<file path="config.mk">
export PLATFORM = sky130hd
export DESIGN_NAME = cpu_status_option_regs
export DESIGN_NICKNAME = d
export VERILOG_FILES = /design/src/hdl/cpu_status_pkg.sv /design/src/hdl/alu_flag_unit.sv /design/src/hdl/cpu_status_option_regs.sv
export SDC_FILE = /design/constraint.sdc
export NUM_CORES = 1
export LEC_CHECK = 0
export ABC_AREA = 0
export BUFFER_PORTS_ARGS = -buffer_cell sky130_fd_sc_hd__buf_4
export CELL_PAD_IN_SITES_DETAIL_PLACEMENT = 1
export CELL_PAD_IN_SITES_GLOBAL_PLACEMENT = 1
export CORE_MARGIN = 10
export CORE_UTILIZATION = 39
export CTS_BUF_LIST = sky130_fd_sc_hd__clkbuf_2 sky130_fd_sc_hd__clkbuf_4 sky130_fd_sc_hd__clkbuf_8
export DETAILED_ROUTE_END_ITERATION = 10
export GPL_TIMING_DRIVEN = 0
export HOLD_SLACK_MARGIN = 0.15
export MAX_ROUTING_LAYER = met4
export PLACE_DENSITY_LB_ADDON = 0.1
export SYNTH_ARGS = -nofsm -noshare
export SYNTH_HDL_FRONTEND = slang
export SYNTH_SLANG_ARGS = --single-unit
export TNS_END_PERCENT = 20
</file>
<file path="constraint.sdc">
create_clock -name mclk -period 2.95 [get_ports mclk]
set_clock_uncertainty 0.2 [all_clocks]
set_input_delay 0 -clock mclk [delete_from_list [all_inputs] [get_ports mclk]]
set_output_delay 0 -clock mclk [all_outputs]
set_load 0.01 [all_outputs]
</file>
<file path="src/hdl/cpu_status_pkg.sv">
/*
 * constants for the status / option / interrupt-control register group:
 * register addresses, bit positions, reset values and the flag-unit ops.
 * assumes an 8-bit file address whose top bit is the direct bank bit.
 */
package cpu_status_pkg;

    // register file addresses
    localparam logic [7:0] STATUS_ADDR    = 8'h03;
    localparam logic [7:0] OPTION_ADDR    = 8'h81;
    localparam logic [7:0] INTCTL_ADDR    = 8'h0b;
    localparam logic [6:0] MIRROR_MASK    = 7'h7f;

    // status bit positions
    localparam int IND_BANK_BIT  = 7;
    localparam int DIR_HI_BIT    = 6;
    localparam int DIR_LO_BIT    = 5;
    localparam int TIMEOUT_BIT   = 4;
    localparam int PWRDOWN_BIT   = 3;
    localparam int ZERO_BIT      = 2;
    localparam int DCARRY_BIT    = 1;
    localparam int CARRY_BIT     = 0;

    // option bit positions
    localparam int PULLUP_DIS_BIT = 7;
    localparam int INT_EDGE_BIT   = 6;
    localparam int TMR_SRC_BIT    = 5;
    localparam int TMR_EDGE_BIT   = 4;
    localparam int PRESC_SEL_BIT  = 3;
    localparam int PS_MSB         = 2;

    // interrupt control bit positions
    localparam int GLOBAL_EN_BIT = 7;
    localparam int TMR_IE_BIT    = 5;
    localparam int EXT_IE_BIT    = 4;
    localparam int PORT_IE_BIT   = 3;
    localparam int TMR_IF_BIT    = 2;
    localparam int EXT_IF_BIT    = 1;
    localparam int PORT_IF_BIT   = 0;

    // reset values and write masks
    localparam logic [7:0] STATUS_RST   = 8'h18;
    localparam logic [7:0] OPTION_RST   = 8'hff;
    localparam logic [7:0] INTCTL_RST   = 8'h00;
    localparam logic [7:0] INTCTL_WMASK = 8'hbf;
    localparam logic [7:0] STATUS_WMASK = 8'he7;

    // each data bank spans 128 bytes
    localparam int BANK_OFFSET_W = 7;

    typedef enum logic [2:0] {
        OP_ADD  = 3'b000,
        OP_SUB  = 3'b001,
        OP_AND  = 3'b010,
        OP_IOR  = 3'b011,
        OP_XOR  = 3'b100,
        OP_RLF  = 3'b101,
        OP_RRF  = 3'b110,
        OP_PASS = 3'b111
    } alu_op_t;

endpackage

</file>
<file path="src/hdl/alu_flag_unit.sv">
/*
 * combinational flag evaluation for one datapath operation: zero,
 * digit carry and carry, plus a mask of the flags the operation touches.
 * assumes operands are stable for the cycle in which they are flagged.
 */
`timescale 1ns/1ps
`default_nettype none
module alu_flag_unit
    import cpu_status_pkg::*;
(
    input  wire logic [7:0] op_a,
    input  wire logic [7:0] op_b,
    input  wire alu_op_t    op,
    input  wire logic       carry_in,
    output logic            zero,
    output logic            digit_carry,
    output logic            carry,
    output logic [2:0]      flag_mask
);

    function automatic logic [8:0] add9(input logic [7:0] x,
                                        input logic [7:0] y,
                                        input logic       cin);
        add9 = {1'b0, x} + {1'b0, y} + {8'h00, cin};
    endfunction

    logic [8:0] sum;
    logic [8:0] nib;
    logic [7:0] result;

    always_comb begin
        sum         = 9'h000;
        nib         = 9'h000;
        result      = 8'h00;
        carry       = carry_in;
        digit_carry = 1'b0;
        flag_mask   = 3'b100;
        unique case (op)
            OP_ADD: begin
                sum = add9(op_a, op_b, 1'b0);
                nib = add9({4'h0, op_a[3:0]}, {4'h0, op_b[3:0]}, 1'b0);
                flag_mask = 3'b111;
            end
            // two's complement add, so carry reads as not-borrow; see RULE9
            OP_SUB: begin
                sum = add9(op_a, ~op_b, 1'b1);
                nib = add9({4'h0, op_a[3:0]}, {4'h0, ~op_b[3:0]}, 1'b1);
                flag_mask = 3'b111;
            end
            OP_AND:  sum = {1'b0, op_a & op_b};
            OP_IOR:  sum = {1'b0, op_a | op_b};
            OP_XOR:  sum = {1'b0, op_a ^ op_b};
            // rotates touch only carry; see RULE10
            OP_RLF: begin
                sum = {op_a[7], op_a[6:0], carry_in};
                flag_mask = 3'b001;
            end
            OP_RRF: begin
                sum = {op_a[0], carry_in, op_a[7:1]};
                flag_mask = 3'b001;
            end
            OP_PASS: sum = {1'b0, op_a};
        endcase
        result      = sum[7:0];
        digit_carry = nib[4];                     // see RULE7
        if (flag_mask[0]) begin
            carry = sum[8];                       // see RULE8
        end
    end

    assign zero = (result == 8'h00);              // see RULE6

endmodule
`default_nettype wire

</file>
<file path="src/hdl/cpu_status_option_regs.sv">
/*
 * status, option and interrupt-control registers of the core, with bank
 * address forming, pull-up, prescaler, edge and timer-source decode.
 * assumes the datapath drives all strobes synchronously to mclk.
 */
// Functional notes
// RULE1 - two direct bank bits pick one of four 128-byte data banks
// RULE2 - software keeps upper direct and indirect bank bits at zero
// RULE3 - indirect bank bit picks banks 2-3 when set, 0-1 when clear
// RULE4 - timeout flag set by power-up, watchdog clear, sleep; timeout clears
// RULE5 - power-down flag set by power-up, watchdog clear; cleared by sleep
// RULE6 - zero flag follows whether the operation result is zero
// RULE7 - digit carry is carry out of bit 3, inverted sense for borrow
// RULE8 - carry is carry out of bit 7, inverted sense for borrow
// RULE9 - subtract adds two's complement, so carry means no borrow
// RULE10 - rotates load carry with the bit shifted out
// RULE11 - option register fully readable and writable
// RULE12 - pull-up disable set kills all pull-ups, else per-pin latch
// RULE13 - prescaler given to watchdog leaves the timer at 1:1
// RULE14 - prescale field gives timer 1:2..1:256 or watchdog 1:1..1:128
// RULE15 - interrupt flags set regardless of their enables
// RULE16 - flag-affecting op writing status keeps its own flag results
// RULE17 - global enable passes unmasked interrupts, else blocks all
// RULE18 - edge select picks rising (1) or falling (0) external edge
// RULE19 - timer source picks pin or cycle tick; edge bit picks falling
`timescale 1ns/1ps
`default_nettype none
module cpu_status_option_regs
    import cpu_status_pkg::*;
(
    input  wire logic                     mclk,
    input  wire logic                     rst,
    input  wire logic                     wr_en,
    input  wire logic [7:0]               wr_addr,
    input  wire logic [7:0]               wr_data,
    input  wire logic [7:0]               rd_addr,
    output logic [7:0]                    rd_data,
    input  wire logic                     alu_valid,
    input  wire alu_op_t                  alu_op,
    input  wire logic [7:0]               alu_a,
    input  wire logic [7:0]               alu_b,
    input  wire logic                     watchdog_clear_instr,
    input  wire logic                     sleep_instr,
    input  wire logic                     watchdog_timeout,
    input  wire logic [BANK_OFFSET_W-1:0] dir_offset,
    output logic [8:0]                    direct_addr,
    input  wire logic [7:0]               fsr,
    output logic [8:0]                    indirect_addr,
    input  wire logic [7:0]               port_b_latch,
    output logic [7:0]                    port_b_pullup_en,
    input  wire logic                     ext_interrupt_pin,
    input  wire logic                     port_b_change,
    input  wire logic                     timer_overflow,
    output logic                          interrupt_request,
    input  wire logic                     timer_ext_clock_pin,
    input  wire logic                     instr_cycle_tick,
    output logic                          timer_count_tick,
    output logic [3:0]                    timer_ratio_log2,
    output logic [2:0]                    watchdog_ratio_log2
);

    typedef struct packed {
        logic [7:0] status;
        logic [7:0] option;
        logic [7:0] intctl;
        logic [7:0] rd_data;
        logic       ext_pin_d;
        logic       tmr_pin_d;
    } state_t;

    localparam state_t STATE_RST = '{STATUS_RST, OPTION_RST, INTCTL_RST,
                                     8'h00, 1'b0, 1'b0};

    state_t s;
    state_t next_s;

    logic       fu_zero;
    logic       fu_dcarry;
    logic       fu_carry;
    logic [2:0] fu_mask;
    logic       ext_edge;
    logic       tmr_edge;

    // status and interrupt control are mirrored in both banks
    function automatic logic hits(input logic [7:0] a,
                                  input logic [7:0] reg_addr);
        hits = (a[6:0] & MIRROR_MASK) == reg_addr[6:0];
    endfunction

    alu_flag_unit flags (
        .op_a        (alu_a),
        .op_b        (alu_b),
        .op          (alu_op),
        .carry_in    (s.status[CARRY_BIT]),
        .zero        (fu_zero),
        .digit_carry (fu_dcarry),
        .carry       (fu_carry),
        .flag_mask   (fu_mask)
    );

    // pin edge selection uses the registered previous sample
    assign ext_edge = s.option[INT_EDGE_BIT]                 // see RULE18
                    ? (ext_interrupt_pin & ~s.ext_pin_d)
                    : (~ext_interrupt_pin & s.ext_pin_d);
    assign tmr_edge = s.option[TMR_EDGE_BIT]
                    ? (~timer_ext_clock_pin & s.tmr_pin_d)
                    : (timer_ext_clock_pin & ~s.tmr_pin_d);

    always_comb begin
        next_s = s;
        next_s.ext_pin_d = ext_interrupt_pin;
        next_s.tmr_pin_d = timer_ext_clock_pin;

        // read path: mirrored status/intctl, option only at its own address
        if (hits(rd_addr, STATUS_ADDR)) begin
            next_s.rd_data = s.status;
        end else if (hits(rd_addr, INTCTL_ADDR)) begin
            next_s.rd_data = s.intctl;
        end else if (rd_addr == OPTION_ADDR) begin
            next_s.rd_data = s.option;                    // see RULE11
        end else begin
            next_s.rd_data = 8'h00;
        end

        if (wr_en && wr_addr == OPTION_ADDR) begin
            next_s.option = wr_data;                      // see RULE11
        end

        // timeout and power-down bits are never written by software
        if (wr_en && hits(wr_addr, STATUS_ADDR)) begin
            next_s.status = (s.status & ~STATUS_WMASK)
                          | (wr_data & STATUS_WMASK);
        end

        // operation flags override an explicit status write; see RULE16
        if (alu_valid) begin
            if (fu_mask[2]) next_s.status[ZERO_BIT]   = fu_zero;
            if (fu_mask[1]) next_s.status[DCARRY_BIT] = fu_dcarry;
            if (fu_mask[0]) next_s.status[CARRY_BIT]  = fu_carry;
        end

        // a timeout in the same cycle as clear/sleep wins; see RULE4
        if (watchdog_timeout) begin
            next_s.status[TIMEOUT_BIT] = 1'b0;
        end else if (watchdog_clear_instr || sleep_instr) begin
            next_s.status[TIMEOUT_BIT] = 1'b1;
        end
        if (sleep_instr) begin                            // see RULE5
            next_s.status[PWRDOWN_BIT] = 1'b0;
        end else if (watchdog_clear_instr) begin
            next_s.status[PWRDOWN_BIT] = 1'b1;
        end

        if (wr_en && hits(wr_addr, INTCTL_ADDR)) begin
            next_s.intctl = wr_data & INTCTL_WMASK;
        end
        // set after the write so an event never loses to a clear
        if (timer_overflow) next_s.intctl[TMR_IF_BIT]  = 1'b1; // see RULE15
        if (ext_edge)       next_s.intctl[EXT_IF_BIT]  = 1'b1; // see RULE15
        if (port_b_change)  next_s.intctl[PORT_IF_BIT] = 1'b1; // see RULE15
    end

    always_ff @(posedge mclk or posedge rst) begin
        if (rst) begin
            s <= STATE_RST;
        end else begin
            s <= next_s;
        end
    end

    assign rd_data = s.rd_data;

    // reserved bank bits are honoured as stored; software keeps them 0
    assign direct_addr = {s.status[DIR_HI_BIT],           // see RULE1
                          s.status[DIR_LO_BIT], dir_offset};
    assign indirect_addr = {s.status[IND_BANK_BIT], fsr}; // see RULE3

    assign port_b_pullup_en = s.option[PULLUP_DIS_BIT]    // see RULE12
                            ? 8'h00 : port_b_latch;

    // watchdog gets the field as is, timer one step more; see RULE14
    assign timer_ratio_log2 = s.option[PRESC_SEL_BIT]     // see RULE13
                            ? 4'h0
                            : {1'b0, s.option[PS_MSB:0]} + 4'h1;
    assign watchdog_ratio_log2 = s.option[PRESC_SEL_BIT]
                               ? s.option[PS_MSB:0] : 3'h0;

    assign timer_count_tick = s.option[TMR_SRC_BIT]       // see RULE19
                            ? tmr_edge : instr_cycle_tick;

    assign interrupt_request = s.intctl[GLOBAL_EN_BIT]    // see RULE17
        & |(s.intctl[TMR_IE_BIT:PORT_IE_BIT] & s.intctl[TMR_IF_BIT:0]);

    logic [4:0] nib_sum;
    assign nib_sum = {1'b0, alu_a[3:0]} + {1'b0, alu_b[3:0]};
endmodule
`default_nettype wire

</file>
==> results.yml <==
synthesis:
  synth_top_family_by_area: "simple AND/OR/NAND/NOR gates"
  yosysMostFrequentCell: "inv_1"
  synth_common_cells: "inv_1 (28), buf_4 (26), ha_1 (25), dfrtp_1 (23), nand2_1 (22)"
  ys_async_sr_fraction_pct: 100.0
  yosys.cell_types.count: 56
  synth_area_leaders: "dfrtp_1 (19%), ha_1 (11%), dfstp_2 (8.9%)"
  synth_nets: 437
  synth.top_cell.area_share_pct: 19.50
  synthMuxAreaShare_pct: 9.877
  yosys_most_used_dff: "dfrtp_1"
  yosysWarningCount: 0
  synth-xor-area-share_pct: 2.374
  syn_area_um2: 2952
  synth_adder_area_share_pct: 11.95
  seq_area_frac_synth_pct: 28.40
  synth_top_cell_by_area: "dfrtp_1"
  yosys.area_share.simple_pct: 18.82
  synth_area_per_cell_um2: 8.890
  synth_edf_count: 0
  ys_seq_elements: 33
  synth-compound-area-share_pct: 16.83
  syn_inst: 332
floorplan:
  num_rows: 31
  core_area_um2: 7292
  initial_utilization_pct: 40.48
  die_w_um: 107.0
  dieArea_um2: 11450
  die_h_um: 107.0
  pin_count: 121
detailed_routing:
  dr.pass1.iters: 4
  drc: 0
  num_vias: 3295
  ant_nets: 0
  wl_per_cell_um: 22.83
  dr.first_iter.drc_count: 174
  wirelength_um: 13860
  drt-vias-per-instance: 5.428
timing:
  fin_crit_ns: 2.654
  hold_viol_final: 0
  worstMarginPinSlew_ns: 0.7210
  period_share_pct: 89.98
  setup-violations-final: 0
  grt_setup_unrepaired: "no"
  setup_tns_ns: 0
  drv_slew: 0
  slew_headroom_pct: 51.86
  fmax_mhz: 376.7
critical_path:
  r2r_cells: 4
  cp-startpoint: "alu_a[0]"
  start_kind: "input pin"
  r2r_start: "s[27]"
  required_ns: 2.92
  critPathCaptureType: "flop"
  max_stage_delay_ns: 0.59
  r2r_end: "s[27]"
  r2r_slack_ns: 1.13
  cp.depth: 11
  cp_max_fo: 4
  cp_num_buf_inv: 4
  worstSetupEndpoint: "s[27]"
  critical_path.cell_chain: "buf_4 > inv_1 > ha_1 > inv_1 > fa_1 > nor2b_1 > o31ai_1 > nand2_1 > o31ai_1 > a31oi_1 > dlygate4sd3_1"
  critical_path.top_delay_family: "buffers and inverters"
  slowest_stage: "dlygate4sd3_1"
  cp.arrival_ns: 2.63
  crit_type: "input pin to flop"
clock_network:
  clk_latency_ns: 0.29
  numCtsBuffers: 5
  max-clock-path-buffers: 2
  cts_max_level: 2
  cts_tree: "yes"
  cts.sinks: 33
  clk_pin_slew_ns: 0.07
  cts-root-buf: "clkbuf_8"
  cts_resized: 0
  cts_setup_buffers: 0
status:
  status: "finished, final reports clean"
global_routing:
  grt_pass1_vias: 3763
  grt_start_max_net_pins: 34
  grt_pass1_wl_um: 21400
  grt_usage_pct: 24.21
  overflow: 0
  antenna_found_initial: 2
placement:
  port_buffers: 104
  gp_congestion: 0.9110
  hpwl_um: 8151
  placed_area_um2: 3856
final_layout:
  fin_nets: 610
  area_delta_synth_final_pct: 54.77
  nFillCells: 870
  design_area_um2: 4568
  drive_gt1_share_pct: 34.19
  utilization_pct: 62.65
min_path:
  min_path_cells: 3
  min_path_type: "input pin to primary output"
pwr:
  pwr-share-clk_pct: 25.5
  p_int_uw: 925.0
  p_leak_nw: 2.230
  p_switching_uw: 461.6
  combPwrFrac_pct: 37.8
  p_seq_share_pct: 36.8
  p_per_area_nw_per_um2: 303.5
  vdd_drop_max_mv: 0.1686
  swShare_pct: 33.29
job:
  drv_cap: 0
-- cell type report --
cell class	instances	area [um2]	share of cell area (%)
multi-input combinational	234	1767	38.67
timing repair buffer	166	1401	30.68
sequential	33	838.3	18.35
buffer	37	241.5	5.286
tap	99	123.9	2.712
inverter	28	105.1	2.301
clock buffer	6	76.32	1.671
clock inverter	2	10.01	0.2191
antenna	2	5.005	0.1096
-- sequential cells by signal, indices dropped and copies added, names as in the netlist --
signal         count
rd_data            8
s                 22
indirect_addr      1
direct_addr        2
-- cell families (layout without fill, tap and decap cells) --
kind of cell,Yosys count,count (layout)
AO/OA/AOI/OAI,73,73
XOR/XNOR,8,8
adder cells (fa/ha/maj),27,27
buffers and inverters,65,239
flip-flops,33,33
multiplexers,27,27
other,0,2
AND/OR/NAND/NOR,99,99
-- cells in the final DEF (no fill, tap or decap), drive strengths merged, types with 10 or more instances in the layout --
master       instances
inv                 28
dfstp               10
ha                  25
mux2                17
clkbuf              13
nor2b               19
nand2               22
buf                134
o21ai               15
mux2i               10
dlygate4sd3         62
nor2                20
dfrtp               23
a21oi               14
-- worst register-to-register path, cell delays in order (launching register included) --
cell	delay (ns)
dfrtp_1	0.40
mux2_2	0.28
a21oi_1	0.16
a31oi_1	0.07
dlygate4sd3_1	0.59
-- power groups by stage --
stage | Combinational [mW] | Sequential, mW | Clock, mW
global placement | 0.414 | 0.510 | 0
floorplan | 0.250 | 0.504 | 0
detailed placement | 0.431 | 0.512 | 0
global route | 0.566 | 0.511 | 0.372
finish | 0.523 | 0.510 | 0.353
CTS | 0.499 | 0.504 | 0.344
-- timing repair --
item                                    4_1_cts  5_1_grt
endpoints found under the setup margin        0        0
hold endpoints to repair                     78        0
hold buffers                                 62        0
-- stage by stage --
stage	instances	setup WS, ns	hold slack [ns]	power, mW
finish	607	0.2955	0.1641	1.387
global route	607	0.1504	0.1890	1.449
CTS	605	0.3784	0.1533	1.346
detailed placement	535	0.2961	-0.07543	0.9427
global placement	535	0.3903	-0.07742	0.9245
floorplan	332	0.9327	-0.1686	0.7531
-- worst min path at each step --
stage | start | end
detailed placement | watchdog_timeout | s[30]
finish | port_b_latch[3] | port_b_pullup_en[3]
global placement | watchdog_timeout | s[30]
CTS | wr_addr[2] | s[11]
floorplan | timer_ext_clock_pin | s[0]
global route | port_b_latch[3] | port_b_pullup_en[3]
-- per-layer routing --
| layer | global-route usage, % | routed length [um] | up-vias |
|---|---|---|---|
| met3 | 3.114 | 534 | 43 |
| met4 | 11.41 | 543 | 0 |
| met2 | 46.01 | 7764 | 126 |
| met1 | 23.80 | 5016 | 1631 |
| met5 | - | 0 | - |
| li1 | - | - | 1495 |
Note: power is estimated with default switching activity, not from simulation.
